==> config.mk <==
export PLATFORM = sky130hd
export DESIGN_NAME = rbp_ctrl
export DESIGN_NICKNAME = d
export VERILOG_FILES = /design/src/rbp_pkg.sv /design/src/rbp_ctrl.sv /design/src/rbp_sync.sv
export SDC_FILE = /design/constraint.sdc
export NUM_CORES = 1
export LEC_CHECK = 0
export CAP_MARGIN = 20
export CORE_MARGIN = 8
export CORE_UTILIZATION = 52
export DETAILED_ROUTE_END_ITERATION = 8
export DONT_BUFFER_PORTS = 1
export GPL_TIMING_DRIVEN = 0
export PLACE_DENSITY = 0.68
export SYNTH_ARGS = -nofsm -noshare
export SYNTH_HDL_FRONTEND = slang
export SYNTH_HIERARCHICAL = 1
export SYNTH_SLANG_ARGS = --single-unit
==> constraint.sdc <==
create_clock -name CLK -period 3.55 [get_ports CLK]
set_clock_uncertainty 0.15 [all_clocks]
set_input_delay 0.1775 -clock CLK [delete_from_list [all_inputs] [get_ports CLK]]
set_output_delay 0.1775 -clock CLK [all_outputs]
set_load 0.005 [all_outputs]
==> src/rbp_pkg.sv <==
// constants and types shared by the reset, boot and pin control block
package rbp_pkg;

  // ------------------------------------------------------------------
  // clock and flash clock rates
  // ------------------------------------------------------------------
  localparam int CLK_KHZ = 125000; // system clock in kHz
  localparam int SPI_SLOW_KHZ = 4500; // slowest flash clock
  localparam int SPI_MID_KHZ = 9000; // middle flash clock
  localparam int SPI_FAST_KHZ = 18000; // fastest flash clock
  // half periods round up so the flash never runs above its rate
  localparam logic [4:0] HALF_SLOW =
    5'((CLK_KHZ + 2 * SPI_SLOW_KHZ - 1) / (2 * SPI_SLOW_KHZ));
  localparam logic [4:0] HALF_MID =
    5'((CLK_KHZ + 2 * SPI_MID_KHZ - 1) / (2 * SPI_MID_KHZ));
  localparam logic [4:0] HALF_FAST =
    5'((CLK_KHZ + 2 * SPI_FAST_KHZ - 1) / (2 * SPI_FAST_KHZ));
  localparam logic [1:0] RATE_SLOW = 2'h0; // rate select codes
  localparam logic [1:0] RATE_MID = 2'h1;

  // ------------------------------------------------------------------
  // two-wire target identity and configuration word
  // ------------------------------------------------------------------
  localparam logic [7:0] TID_LOW = 8'h90; // strap low
  localparam logic [7:0] TID_HIGH = 8'hBA; // strap high
  localparam logic [15:0] CFG_ADDR = 16'h0014; // clock config word
  localparam int BIAS_BIT = 14; // bias enable position in the word
  localparam int BIAS_HI_BIT = BIAS_BIT - 8; // same bit in upper byte
  localparam logic BIAS_RESET = 1'h1; // bias connected after reset
  localparam logic [3:0] TW_BITS_PER_BYTE = 4'h8;
  localparam logic [2:0] TW_IDX_DATA_LO = 3'h4; // last byte of a write
  localparam logic [2:0] TW_IDX_MAX = 3'h5; // saturating byte index

  // ------------------------------------------------------------------
  // boot read from flash
  // ------------------------------------------------------------------
  localparam logic [7:0] FLASH_READ_CMD = 8'h03; // plain read
  localparam logic [23:0] BOOT_ADDR = 24'h000000; // boot image start
  localparam logic [5:0] CMD_LAST_BIT = 6'h1F; // 32 header bits
  localparam logic [5:0] BYTE_LAST_BIT = 6'h07;
  localparam logic [7:0] BOOT_BYTES = 8'h10; // bytes fetched at boot

  // ------------------------------------------------------------------
  // types
  // ------------------------------------------------------------------
  typedef enum logic [1:0] {TW_IDLE, TW_BITS, TW_ACK, TW_IGNORE}
    rbp_tw_state_t;
  typedef enum logic [1:0] {BT_IDLE, BT_CMD, BT_DATA, BT_DONE}
    rbp_bt_state_t;
  typedef struct packed {
    logic sclk; // flash clock level
    logic mosi; // data toward the flash
    logic cs_n; // chip select, active low
    logic oe; // drive enable for all three
  } rbp_spi_pins_t;

endpackage

==> src/rbp_ctrl.sv <==
// reset, boot start, target id, flash pin and clock bias control
`timescale 1ns/1ns
module rbp_ctrl import rbp_pkg::*; (
  input wire logic CLK,
  input wire logic RESET,
  input wire logic CE,
  input wire logic TARGET_ID_SELECT,
  input wire logic FRAME_SYNC,
  input wire logic SCL,
  input wire logic SDA_IN,
  output logic SDA_OUT,
  output logic SDA_OE,
  input wire logic [1:0] SPI_RATE_SEL,
  output logic FLASH_SCLK,
  output logic FLASH_SCLK_OE,
  output logic FLASH_DATA_OUT,
  output logic FLASH_DATA_OUT_OE,
  output logic FLASH_CS_N,
  output logic FLASH_CS_N_OE,
  input wire logic FLASH_DATA_IN,
  output logic XTAL_BIAS_EN,
  output logic [7:0] BOOT_DATA,
  output logic BOOT_VALID,
  output logic BOOT_DONE,
  output logic VIDEO_ALIGN
);

  // ------------------------------------------------------------------
  // reset synchroniser
  // ------------------------------------------------------------------
  logic rst_m; // first reset stage
  logic rst_int; // internal reset, asserts at once, releases on a clock

  // assertion is immediate so pins float with no clock running
  always_ff @(posedge CLK or posedge RESET) begin
    if (RESET) begin
      rst_m <= 1'h1;
      rst_int <= 1'h1;
    end else if (CE) begin
      rst_m <= 1'h0;
      rst_int <= rst_m;
    end
  end

  // ------------------------------------------------------------------
  // pin synchronisers
  // ------------------------------------------------------------------
  logic scl_s; // filtered two-wire clock
  logic sda_s; // filtered two-wire data
  logic sel_s; // filtered address strap
  logic fs_s; // filtered frame sync
  logic din_s; // filtered flash data in

  rbp_sync #(.INIT(1'h1)) u_scl (.clk(CLK), .rst(rst_int), .ce(CE),
    .d(SCL), .q(scl_s));
  rbp_sync #(.INIT(1'h1)) u_sda (.clk(CLK), .rst(rst_int), .ce(CE),
    .d(SDA_IN), .q(sda_s));
  rbp_sync #(.INIT(1'h0)) u_sel (.clk(CLK), .rst(rst_int), .ce(CE),
    .d(TARGET_ID_SELECT), .q(sel_s));
  // frame sync buffer is never powered down, only the common enable
  rbp_sync #(.INIT(1'h0)) u_fs (.clk(CLK), .rst(rst_int), .ce(CE),
    .d(FRAME_SYNC), .q(fs_s));
  rbp_sync #(.INIT(1'h1)) u_din (.clk(CLK), .rst(rst_int), .ce(CE),
    .d(FLASH_DATA_IN), .q(din_s));

  // ------------------------------------------------------------------
  // two-wire target
  // ------------------------------------------------------------------
  rbp_tw_state_t tw_state, next_tw_state;
  logic scl_p, sda_p; // previous filtered levels
  logic [7:0] shreg, next_shreg; // received byte
  logic [3:0] bit_cnt, next_bit_cnt;
  logic [2:0] byte_idx, next_byte_idx;
  logic [15:0] reg_addr, next_reg_addr; // register pointer
  logic [7:0] dat_hi, next_dat_hi; // upper data byte
  logic bias, next_bias; // clock bias enable
  logic sda_oe, next_sda_oe;
  logic wr_cfg; // config word written this cycle
  logic [7:0] tid; // active target id
  logic start_c, stop_c, scl_rise, scl_fall;

  // strap picks which identity is acknowledged
  assign tid = sel_s ? TID_HIGH : TID_LOW;
  assign start_c = scl_s & scl_p & sda_p & ~sda_s;
  assign stop_c = scl_s & scl_p & ~sda_p & sda_s;
  assign scl_rise = scl_s & ~scl_p;
  assign scl_fall = ~scl_s & scl_p;

  // byte framing, acknowledge and register write
  always_comb begin
    next_tw_state = tw_state;
    next_shreg = shreg;
    next_bit_cnt = bit_cnt;
    next_byte_idx = byte_idx;
    next_reg_addr = reg_addr;
    next_dat_hi = dat_hi;
    next_bias = bias;
    next_sda_oe = sda_oe;
    wr_cfg = 1'h0;
    case (tw_state)
      TW_BITS: begin
        if (scl_rise && bit_cnt != TW_BITS_PER_BYTE) begin
          next_shreg = {shreg[6:0], sda_s};
          next_bit_cnt = bit_cnt + 4'h1;
        end else if (scl_fall && bit_cnt == TW_BITS_PER_BYTE) begin
          // wrong id or read request: stay off the bus until the next start
          if (byte_idx == 3'h0 && shreg != tid) begin
            next_tw_state = TW_IGNORE;
          end else begin
            next_tw_state = TW_ACK;
            next_sda_oe = 1'h1;
            case (byte_idx)
              3'h1: next_reg_addr = {shreg, reg_addr[7:0]};
              3'h2: next_reg_addr = {reg_addr[15:8], shreg};
              3'h3: next_dat_hi = shreg;
              TW_IDX_DATA_LO: begin
                if (reg_addr == CFG_ADDR) begin
                  wr_cfg = 1'h1;
                  next_bias = dat_hi[BIAS_HI_BIT];
                end
              end
              default: ; // address byte or bytes past the word
            endcase
          end
        end
      end
      TW_ACK: begin
        if (scl_fall) begin
          next_sda_oe = 1'h0;
          next_bit_cnt = 4'h0;
          next_tw_state = TW_BITS;
          if (byte_idx != TW_IDX_MAX) begin
            next_byte_idx = byte_idx + 3'h1;
          end
        end
      end
      TW_IDLE, TW_IGNORE: ; // wait for a start
      default: next_tw_state = TW_IDLE;
    endcase
    // start and stop override any byte in flight
    if (start_c) begin
      next_tw_state = TW_BITS;
      next_bit_cnt = 4'h0;
      next_byte_idx = 3'h0;
      next_sda_oe = 1'h0;
    end else if (stop_c) begin
      next_tw_state = TW_IDLE;
      next_sda_oe = 1'h0;
    end
  end

  // two-wire registers
  always_ff @(posedge CLK or posedge rst_int) begin
    if (rst_int) begin
      tw_state <= TW_IDLE;
      scl_p <= 1'h1;
      sda_p <= 1'h1;
      shreg <= 8'h00;
      bit_cnt <= 4'h0;
      byte_idx <= 3'h0;
      reg_addr <= 16'h0000;
      dat_hi <= 8'h00;
      bias <= BIAS_RESET;
      sda_oe <= 1'h0;
    end else if (CE) begin
      tw_state <= next_tw_state;
      scl_p <= scl_s;
      sda_p <= sda_s;
      shreg <= next_shreg;
      bit_cnt <= next_bit_cnt;
      byte_idx <= next_byte_idx;
      reg_addr <= next_reg_addr;
      dat_hi <= next_dat_hi;
      bias <= next_bias;
      sda_oe <= next_sda_oe;
    end
  end

  // ------------------------------------------------------------------
  // boot reader toward the flash
  // ------------------------------------------------------------------
  rbp_bt_state_t bt_state, next_bt_state;
  rbp_spi_pins_t spi, next_spi;
  logic [4:0] half, next_half; // half period in clocks
  logic [4:0] div, next_div;
  logic [31:0] tx, next_tx; // command and address
  logic [5:0] bits, next_bits;
  logic [7:0] rx, next_rx;
  logic [7:0] byte_cnt, next_byte_cnt;
  logic [7:0] bdata, next_bdata;
  logic bvalid, next_bvalid, bdone, next_bdone;
  logic tick; // end of a half period

  // rate select to half period
  function automatic logic [4:0] rate_half(input logic [1:0] sel);
    case (sel)
      RATE_SLOW: rate_half = HALF_SLOW;
      RATE_MID: rate_half = HALF_MID;
      default: rate_half = HALF_FAST;
    endcase
  endfunction

  assign tick = (div == half - 5'h1);

  // flash sequencer; data move on the falling flash clock edge
  always_comb begin
    next_bt_state = bt_state;
    next_spi = spi;
    next_half = half;
    next_div = div;
    next_tx = tx;
    next_bits = bits;
    next_rx = rx;
    next_byte_cnt = byte_cnt;
    next_bdata = bdata;
    next_bvalid = 1'h0;
    next_bdone = bdone;
    if (bt_state == BT_CMD || bt_state == BT_DATA) begin
      next_div = tick ? 5'h00 : div + 5'h01;
    end
    case (bt_state)
      BT_IDLE: begin
        // first clock out of reset: no command from anyone needed
        next_half = rate_half(SPI_RATE_SEL);
        next_tx = {FLASH_READ_CMD, BOOT_ADDR};
        next_spi = '{sclk: 1'h0, mosi: FLASH_READ_CMD[7], cs_n: 1'h0,
          oe: 1'h1};
        next_div = 5'h00;
        next_bits = 6'h00;
        next_bt_state = BT_CMD;
      end
      BT_CMD: begin
        if (tick) begin
          next_spi.sclk = ~spi.sclk;
          if (spi.sclk) begin
            next_tx = {tx[30:0], 1'h0};
            next_spi.mosi = tx[30];
            next_bits = bits + 6'h01;
            if (bits == CMD_LAST_BIT) begin
              next_bits = 6'h00;
              next_bt_state = BT_DATA;
            end
          end
        end
      end
      BT_DATA: begin
        if (tick) begin
          next_spi.sclk = ~spi.sclk;
          if (spi.sclk) begin
            // sampled a full flash clock period after the flash moved it
            next_rx = {rx[6:0], din_s};
            next_bits = bits + 6'h01;
            if (bits == BYTE_LAST_BIT) begin
              next_bits = 6'h00;
              next_bdata = {rx[6:0], din_s};
              next_bvalid = 1'h1;
              next_byte_cnt = byte_cnt + 8'h01;
              if (byte_cnt == BOOT_BYTES - 8'h01) begin
                next_bt_state = BT_DONE;
              end
            end
          end
        end
      end
      BT_DONE: begin
        next_spi.cs_n = 1'h1; // keep select driven high
        next_spi.sclk = 1'h0;
        next_bdone = 1'h1;
      end
      default: next_bt_state = BT_IDLE;
    endcase
  end

  // boot registers; pins float and sequencer rearms in reset
  always_ff @(posedge CLK or posedge rst_int) begin
    if (rst_int) begin
      bt_state <= BT_IDLE;
      spi <= '{sclk: 1'h0, mosi: 1'h0, cs_n: 1'h1, oe: 1'h0};
      half <= HALF_FAST;
      div <= 5'h00;
      tx <= 32'h00000000;
      bits <= 6'h00;
      rx <= 8'h00;
      byte_cnt <= 8'h00;
      bdata <= 8'h00;
      bvalid <= 1'h0;
      bdone <= 1'h0;
    end else if (CE) begin
      bt_state <= next_bt_state;
      spi <= next_spi;
      half <= next_half;
      div <= next_div;
      tx <= next_tx;
      bits <= next_bits;
      rx <= next_rx;
      byte_cnt <= next_byte_cnt;
      bdata <= next_bdata;
      bvalid <= next_bvalid;
      bdone <= next_bdone;
    end
  end

  // ------------------------------------------------------------------
  // frame alignment
  // ------------------------------------------------------------------
  logic fs_p, align, next_align;

  // rising frame sync marks the fixed point of the frame
  always_comb begin
    next_align = fs_s & ~fs_p;
  end

  always_ff @(posedge CLK or posedge rst_int) begin
    if (rst_int) begin
      fs_p <= 1'h0;
      align <= 1'h0;
    end else if (CE) begin
      fs_p <= fs_s;
      align <= next_align;
    end
  end

  // ------------------------------------------------------------------
  // outputs, each straight from a flip-flop except the constant SDA_OUT
  // ------------------------------------------------------------------
  assign SDA_OUT = 1'h0; // open drain only ever pulls low
  assign SDA_OE = sda_oe;
  assign FLASH_SCLK = spi.sclk;
  assign FLASH_DATA_OUT = spi.mosi;
  assign FLASH_CS_N = spi.cs_n;
  assign FLASH_SCLK_OE = spi.oe;
  assign FLASH_DATA_OUT_OE = spi.oe;
  assign FLASH_CS_N_OE = spi.oe;
  assign XTAL_BIAS_EN = bias;
  assign BOOT_DATA = bdata;
  assign BOOT_VALID = bvalid;
  assign BOOT_DONE = bdone;
  assign VIDEO_ALIGN = align;

  // ------------------------------------------------------------------
  // checks
  // ------------------------------------------------------------------
  logic [4:0] hi_cnt; // cycles the flash clock has been high

  always_ff @(posedge CLK or posedge rst_int) begin
    if (rst_int) begin
      hi_cnt <= 5'h00;
    end else if (CE) begin
      hi_cnt <= spi.sclk ? hi_cnt + 5'h01 : 5'h00;
    end
  end

  AST_TRISTATE: assert property (@(posedge CLK)
    rst_int |-> !FLASH_SCLK_OE && !FLASH_DATA_OUT_OE && !FLASH_CS_N_OE)
    else $error("flash pins driven during reset");
  AST_QUIET: assert property (@(posedge CLK)
    rst_int |-> !SDA_OE && !BOOT_VALID && !BOOT_DONE && XTAL_BIAS_EN)
    else $error("interface not in reset state");
  AST_RST_REL: assert property (@(posedge CLK)
    $fell(rst_int) |-> !$past(RESET) && !$past(rst_m))
    else $error("reset released without synchroniser");
  AST_BOOT: assert property (@(posedge CLK) disable iff (RESET)
    (bt_state == BT_IDLE && !rst_int && CE) |=>
      bt_state == BT_CMD && !FLASH_CS_N && FLASH_CS_N_OE)
    else $error("boot did not start after reset");
  AST_RATE: assert property (@(posedge CLK) disable iff (rst_int)
    (bt_state == BT_IDLE && CE) |=> half == rate_half($past(SPI_RATE_SEL)))
    else $error("flash rate not taken from select");
  AST_HIGH: assert property (@(posedge CLK) disable iff (rst_int)
    $fell(spi.sclk) && bt_state != BT_DONE |-> hi_cnt == half)
    else $error("flash clock high time wrong");
  AST_NACK: assert property (@(posedge CLK) disable iff (rst_int)
    (CE && tw_state == TW_BITS && scl_fall && !start_c && !stop_c &&
     bit_cnt == TW_BITS_PER_BYTE && byte_idx == 3'h0 && shreg != tid)
    |=> !SDA_OE [*2])
    else $error("acknowledged a foreign id");
  AST_ACK: assert property (@(posedge CLK) disable iff (rst_int)
    (CE && tw_state == TW_BITS && scl_fall && !start_c && !stop_c &&
     bit_cnt == TW_BITS_PER_BYTE && byte_idx == 3'h0 && shreg == tid)
    |=> SDA_OE)
    else $error("own id not acknowledged");
  AST_BIAS: assert property (@(posedge CLK) disable iff (rst_int)
    (CE && wr_cfg && !start_c && !stop_c) |=>
      XTAL_BIAS_EN == $past(dat_hi[BIAS_HI_BIT]))
    else $error("bias bit not written");
  AST_ALIGN: assert property (@(posedge CLK) disable iff (rst_int)
    (CE && fs_s && !fs_p) |=> VIDEO_ALIGN)
    else $error("frame sync edge not aligned");

  COV_BOOT: cover property (@(posedge CLK) $rose(BOOT_DONE));
  COV_ACK: cover property (@(posedge CLK) $rose(SDA_OE));
  COV_BIAS: cover property (@(posedge CLK) $fell(XTAL_BIAS_EN));
  COV_ALIGN: cover property (@(posedge CLK) VIDEO_ALIGN);

endmodule // rbp_ctrl

==> src/rbp_sync.sv <==
// three-stage input synchroniser with agreement filter
`timescale 1ns/1ns
module rbp_sync import rbp_pkg::*; #(
  parameter logic INIT = 1'h0
) (
  input wire logic clk,
  input wire logic rst,
  input wire logic ce,
  input wire logic d,
  output logic q
);

  // ------------------------------------------------------------------
  // stages
  // ------------------------------------------------------------------
  logic s1; // metastable stage, read only by s2
  logic s2;
  logic s3;
  logic next_q;

  // a change counts only once the two settled stages agree
  always_comb begin
    next_q = (s2 == s3) ? s3 : q;
  end

  // registers, frozen while the enable is low
  always_ff @(posedge clk or posedge rst) begin
    if (rst) begin
      s1 <= INIT;
      s2 <= INIT;
      s3 <= INIT;
      q <= INIT;
    end else if (ce) begin
      s1 <= d;
      s2 <= s1;
      s3 <= s2;
      q <= next_q;
    end
  end

endmodule // rbp_sync

==> impl_metrics.toml <==
[hold_path]
hold_path.class = "in2reg"
whs_endpoint = "byte_cnt[1]"
min-delay-start = "CE"
hold_depth = 3

[placed_design]
placedCellCount = 593
dpl.hpwl_mm = 6.95
place_ws_ps = 1100
portBuffers = 0
routabilityCongestion = 0.765
dpl-instance-area_um2 = 5590

[finish]
fin_cells = 637
area_growth_pct = 18.5
drive_gt1_share_pct = 28.1
fin_util_pct = 62.8
layout_commonest_cell = "dfrtp_1"
nNetsFinal = 516
nFillCells = 786
postLayoutCellArea_um2 = 6400
final_cell_mix = "dfrtp_1 (96), mux2_2 (61), nand2_1 (43)"
diodes = 0

[detailed_routing]
wl_per_cell_um = 16.2
drc = 0
drt-total-wl_mm = 10.3
drtIter0Drc = 237
vias_per_cell = 5.48
drt_first_pass_iters = 4
vias = 3493
detail-route-antenna-nets = 0

[critical_path]
r2r-end = "byte_cnt[2]"
r2r_slack_ps = 1160
cp_max_fo = 14
crit_required_ps = 3790
critPathKind = "in2reg"
cp.arrival_ps = 2770
reg2reg_depth = 8
endpoint_kind = "flip-flop"
timing.rr.start = "half[0]"
cp-start-kind = "input port"

[floorplanning]
initial_core_util_pct = 53.0
fp-row-count = 37
die_area_um2 = 13900
core_um2 = 10200
die_y_um = 118
ioPinCount = 30
dieWidth_um = 118

[clock_tree]
clk_latency_ps = 510
ctsHoldBuffers = 11
clockBufferDepth = 2
cts_buffers = 17
cts_resized = 0
post_cts_buffers = 0
cts_htree_levels = 4
cts_root_buf = "clkbuf_8"
clk_pin_slew_ps = 60
cts_tree = "yes"
cts_sinks = 114

[timing]
tightest_slew_ps = 685
final_max_slew_viol_count = 0
fmax_ghz = 0.396
fin_tns_setup_ps = 0
hold_viol_final = 0
maxSlewHeadroom_pct = 54.4
rsz0062_at_grt = "false"
setup_viol = 0
period_needed_ps = 2530
period_share_pct = 71.2
worst_slack_ps = 1020

[logic_synthesis]
synth_seq_area_share_pct = 53.3
syn-cell-area_um2 = 5400
synth_top_area_share_pct = 44.5
synth_top_area_cell = "dfrtp_1"
synth_fp_nets = 484
synthCells = 456
syn_area_per_cell_um2 = 11.8
async_flop_share_pct = 100
synth_edf_count = 0
synth_ff_type = "dfrtp_1"
ys_ff_latch = 114
ys_top_cells_by_area = "dfrtp_1 (45%), mux2_2 (13%), dfstp_2 (8.8%)"
yosysWarnings = 6
synth_cell_type_count = 64

[global_routing]
grt_max_degree = 54
grt_use_total_pct = 15.9
first_global_vias = 3682
grt_pass1_wl_mm = 18.0
antenna_found_initial = 0
grt_overflow = 0

[power_and_ir_drop]
seqPwrFrac_pct = 39.2
swShare_pct = 25.4
peakVddDrop_uv = 458
power_switching_mw = 1.06
power.leakage_nw = 2.98
p_per_area_nw_per_um2 = 649
internal_power_mw = 3.10
combinationalPowerShare_pct = 14.1
clock_power_share_pct = 46.6

[flow_run]
max_cap_viol_count = 0

[outcome]
status = "complete, no violations"
==> cell type report <==
class / count / area, um2 / share of cell area (%)
inverter: 32 / 123 / 1.92
clock inverter: 12 / 226 / 3.54
timing repair buffer: 13 / 145 / 2.27
buffer: 12 / 61.3 / 0.959
clock buffer: 20 / 455 / 7.12
sequential: 114 / 2880 / 45.0
tap: 136 / 170 / 2.66
multi-input combinational: 298 / 2340 / 36.6
==> worst max-delay path by stage <==
stage / start / end / slack [ps] / depth (start not counted)
after floorplan: rst_int / BOOT_DATA[0] / 610 / 1
after global placement: rst_int / rx[3] / -420 / 1
after detailed placement: half[0] / byte_cnt[2] / 1100 / 8
after CTS: CE / bt_state[1] / 650 / 7
after global routing: CE / bt_state[1] / 930 / 7
final: CE / bt_state[1] / 1020 / 7
==> layer usage <==
| metal | track usage, % | up-vias | part of all wire, % |
|---|---|---|---|
| met1 | 18.7 | 1756 | 45 |
| met2 | 26.3 | 50 | 50 |
| met3 | 5.52 | 13 | 4.2 |
| met5 | 0 | - | 0 |
| li1 | - | 1674 | - |
| met4 | 6.24 | 0 | 1.6 |
==> state kept, by name, summed over array words and instances (netlist names), 2 cells and up <==
register   flops
byte_cnt       8
BOOT_DATA      8
shreg          8
rx             7
div            5
half           3
reg_addr      16
bit_cnt        4
byte_idx       3
tw_state       2
bits           6
tx             7
bt_state       2
==> per-stage QoR <==
step / hold slack (ps) / power, mW
6_report: 66.3 / 4.15
5_1_grt: 59.1 / 4.33
4_1_cts: 60.2 / 4.19
3_5_place_dp: -46.1 / 2.22
3_3_place_gp: -35.3 / 2.17
2_1_floorplan: -61.0 / 2.07
==> critical path, cell delays in order <==
cell           delay [ps]
dlygate4sd3_1         930
buf_2                 360
inv_1                 200
nor2_1                240
a31oi_1               190
a211oi_2              290
mux2_2                370
==> kinds of logic after synthesis <==
family          share of synthesized area (%)
compound gates                           10.0
simple gates                             14.2
other cells                            0.0695
buf+inv                                  3.36
fa+ha+maj                                4.17
mux                                      13.1
xor+xnor                                 1.79
flops                                    53.3
==> power by group through the flow <==
stage | clock [mW] | sequential [mW] | combinational, mW
after global routing | 2.03 | 1.66 | 0.650
after CTS | 1.97 | 1.63 | 0.587
after detailed placement | 0 | 1.65 | 0.569
after global placement | 0 | 1.64 | 0.535
final | 1.94 | 1.63 | 0.587
after floorplan | 0 | 1.60 | 0.470
==> synthesized netlist by cell type (3+ instances only) <==
cell type and n:
dfrtp_1 96, mux2_2 61, nand2_1 43, inv_1 32
o21ai_0 29, dfstp_2 18, ha_1 18, nand2b_1 14
nand3_1 13, nor2_1 12, a21o_1 8, a21oi_1 7
nor3_1 7, a22o_1 6, xor2_1 6, clkbuf_1 5
xnor2_1 5, and3_1 4, buf_2 4, nor4_1 4
o211ai_1 4, a31oi_1 3, buf_4 3, nor3b_1 3
or2_2 3
Note: power is estimated with default switching activity, not from simulation.
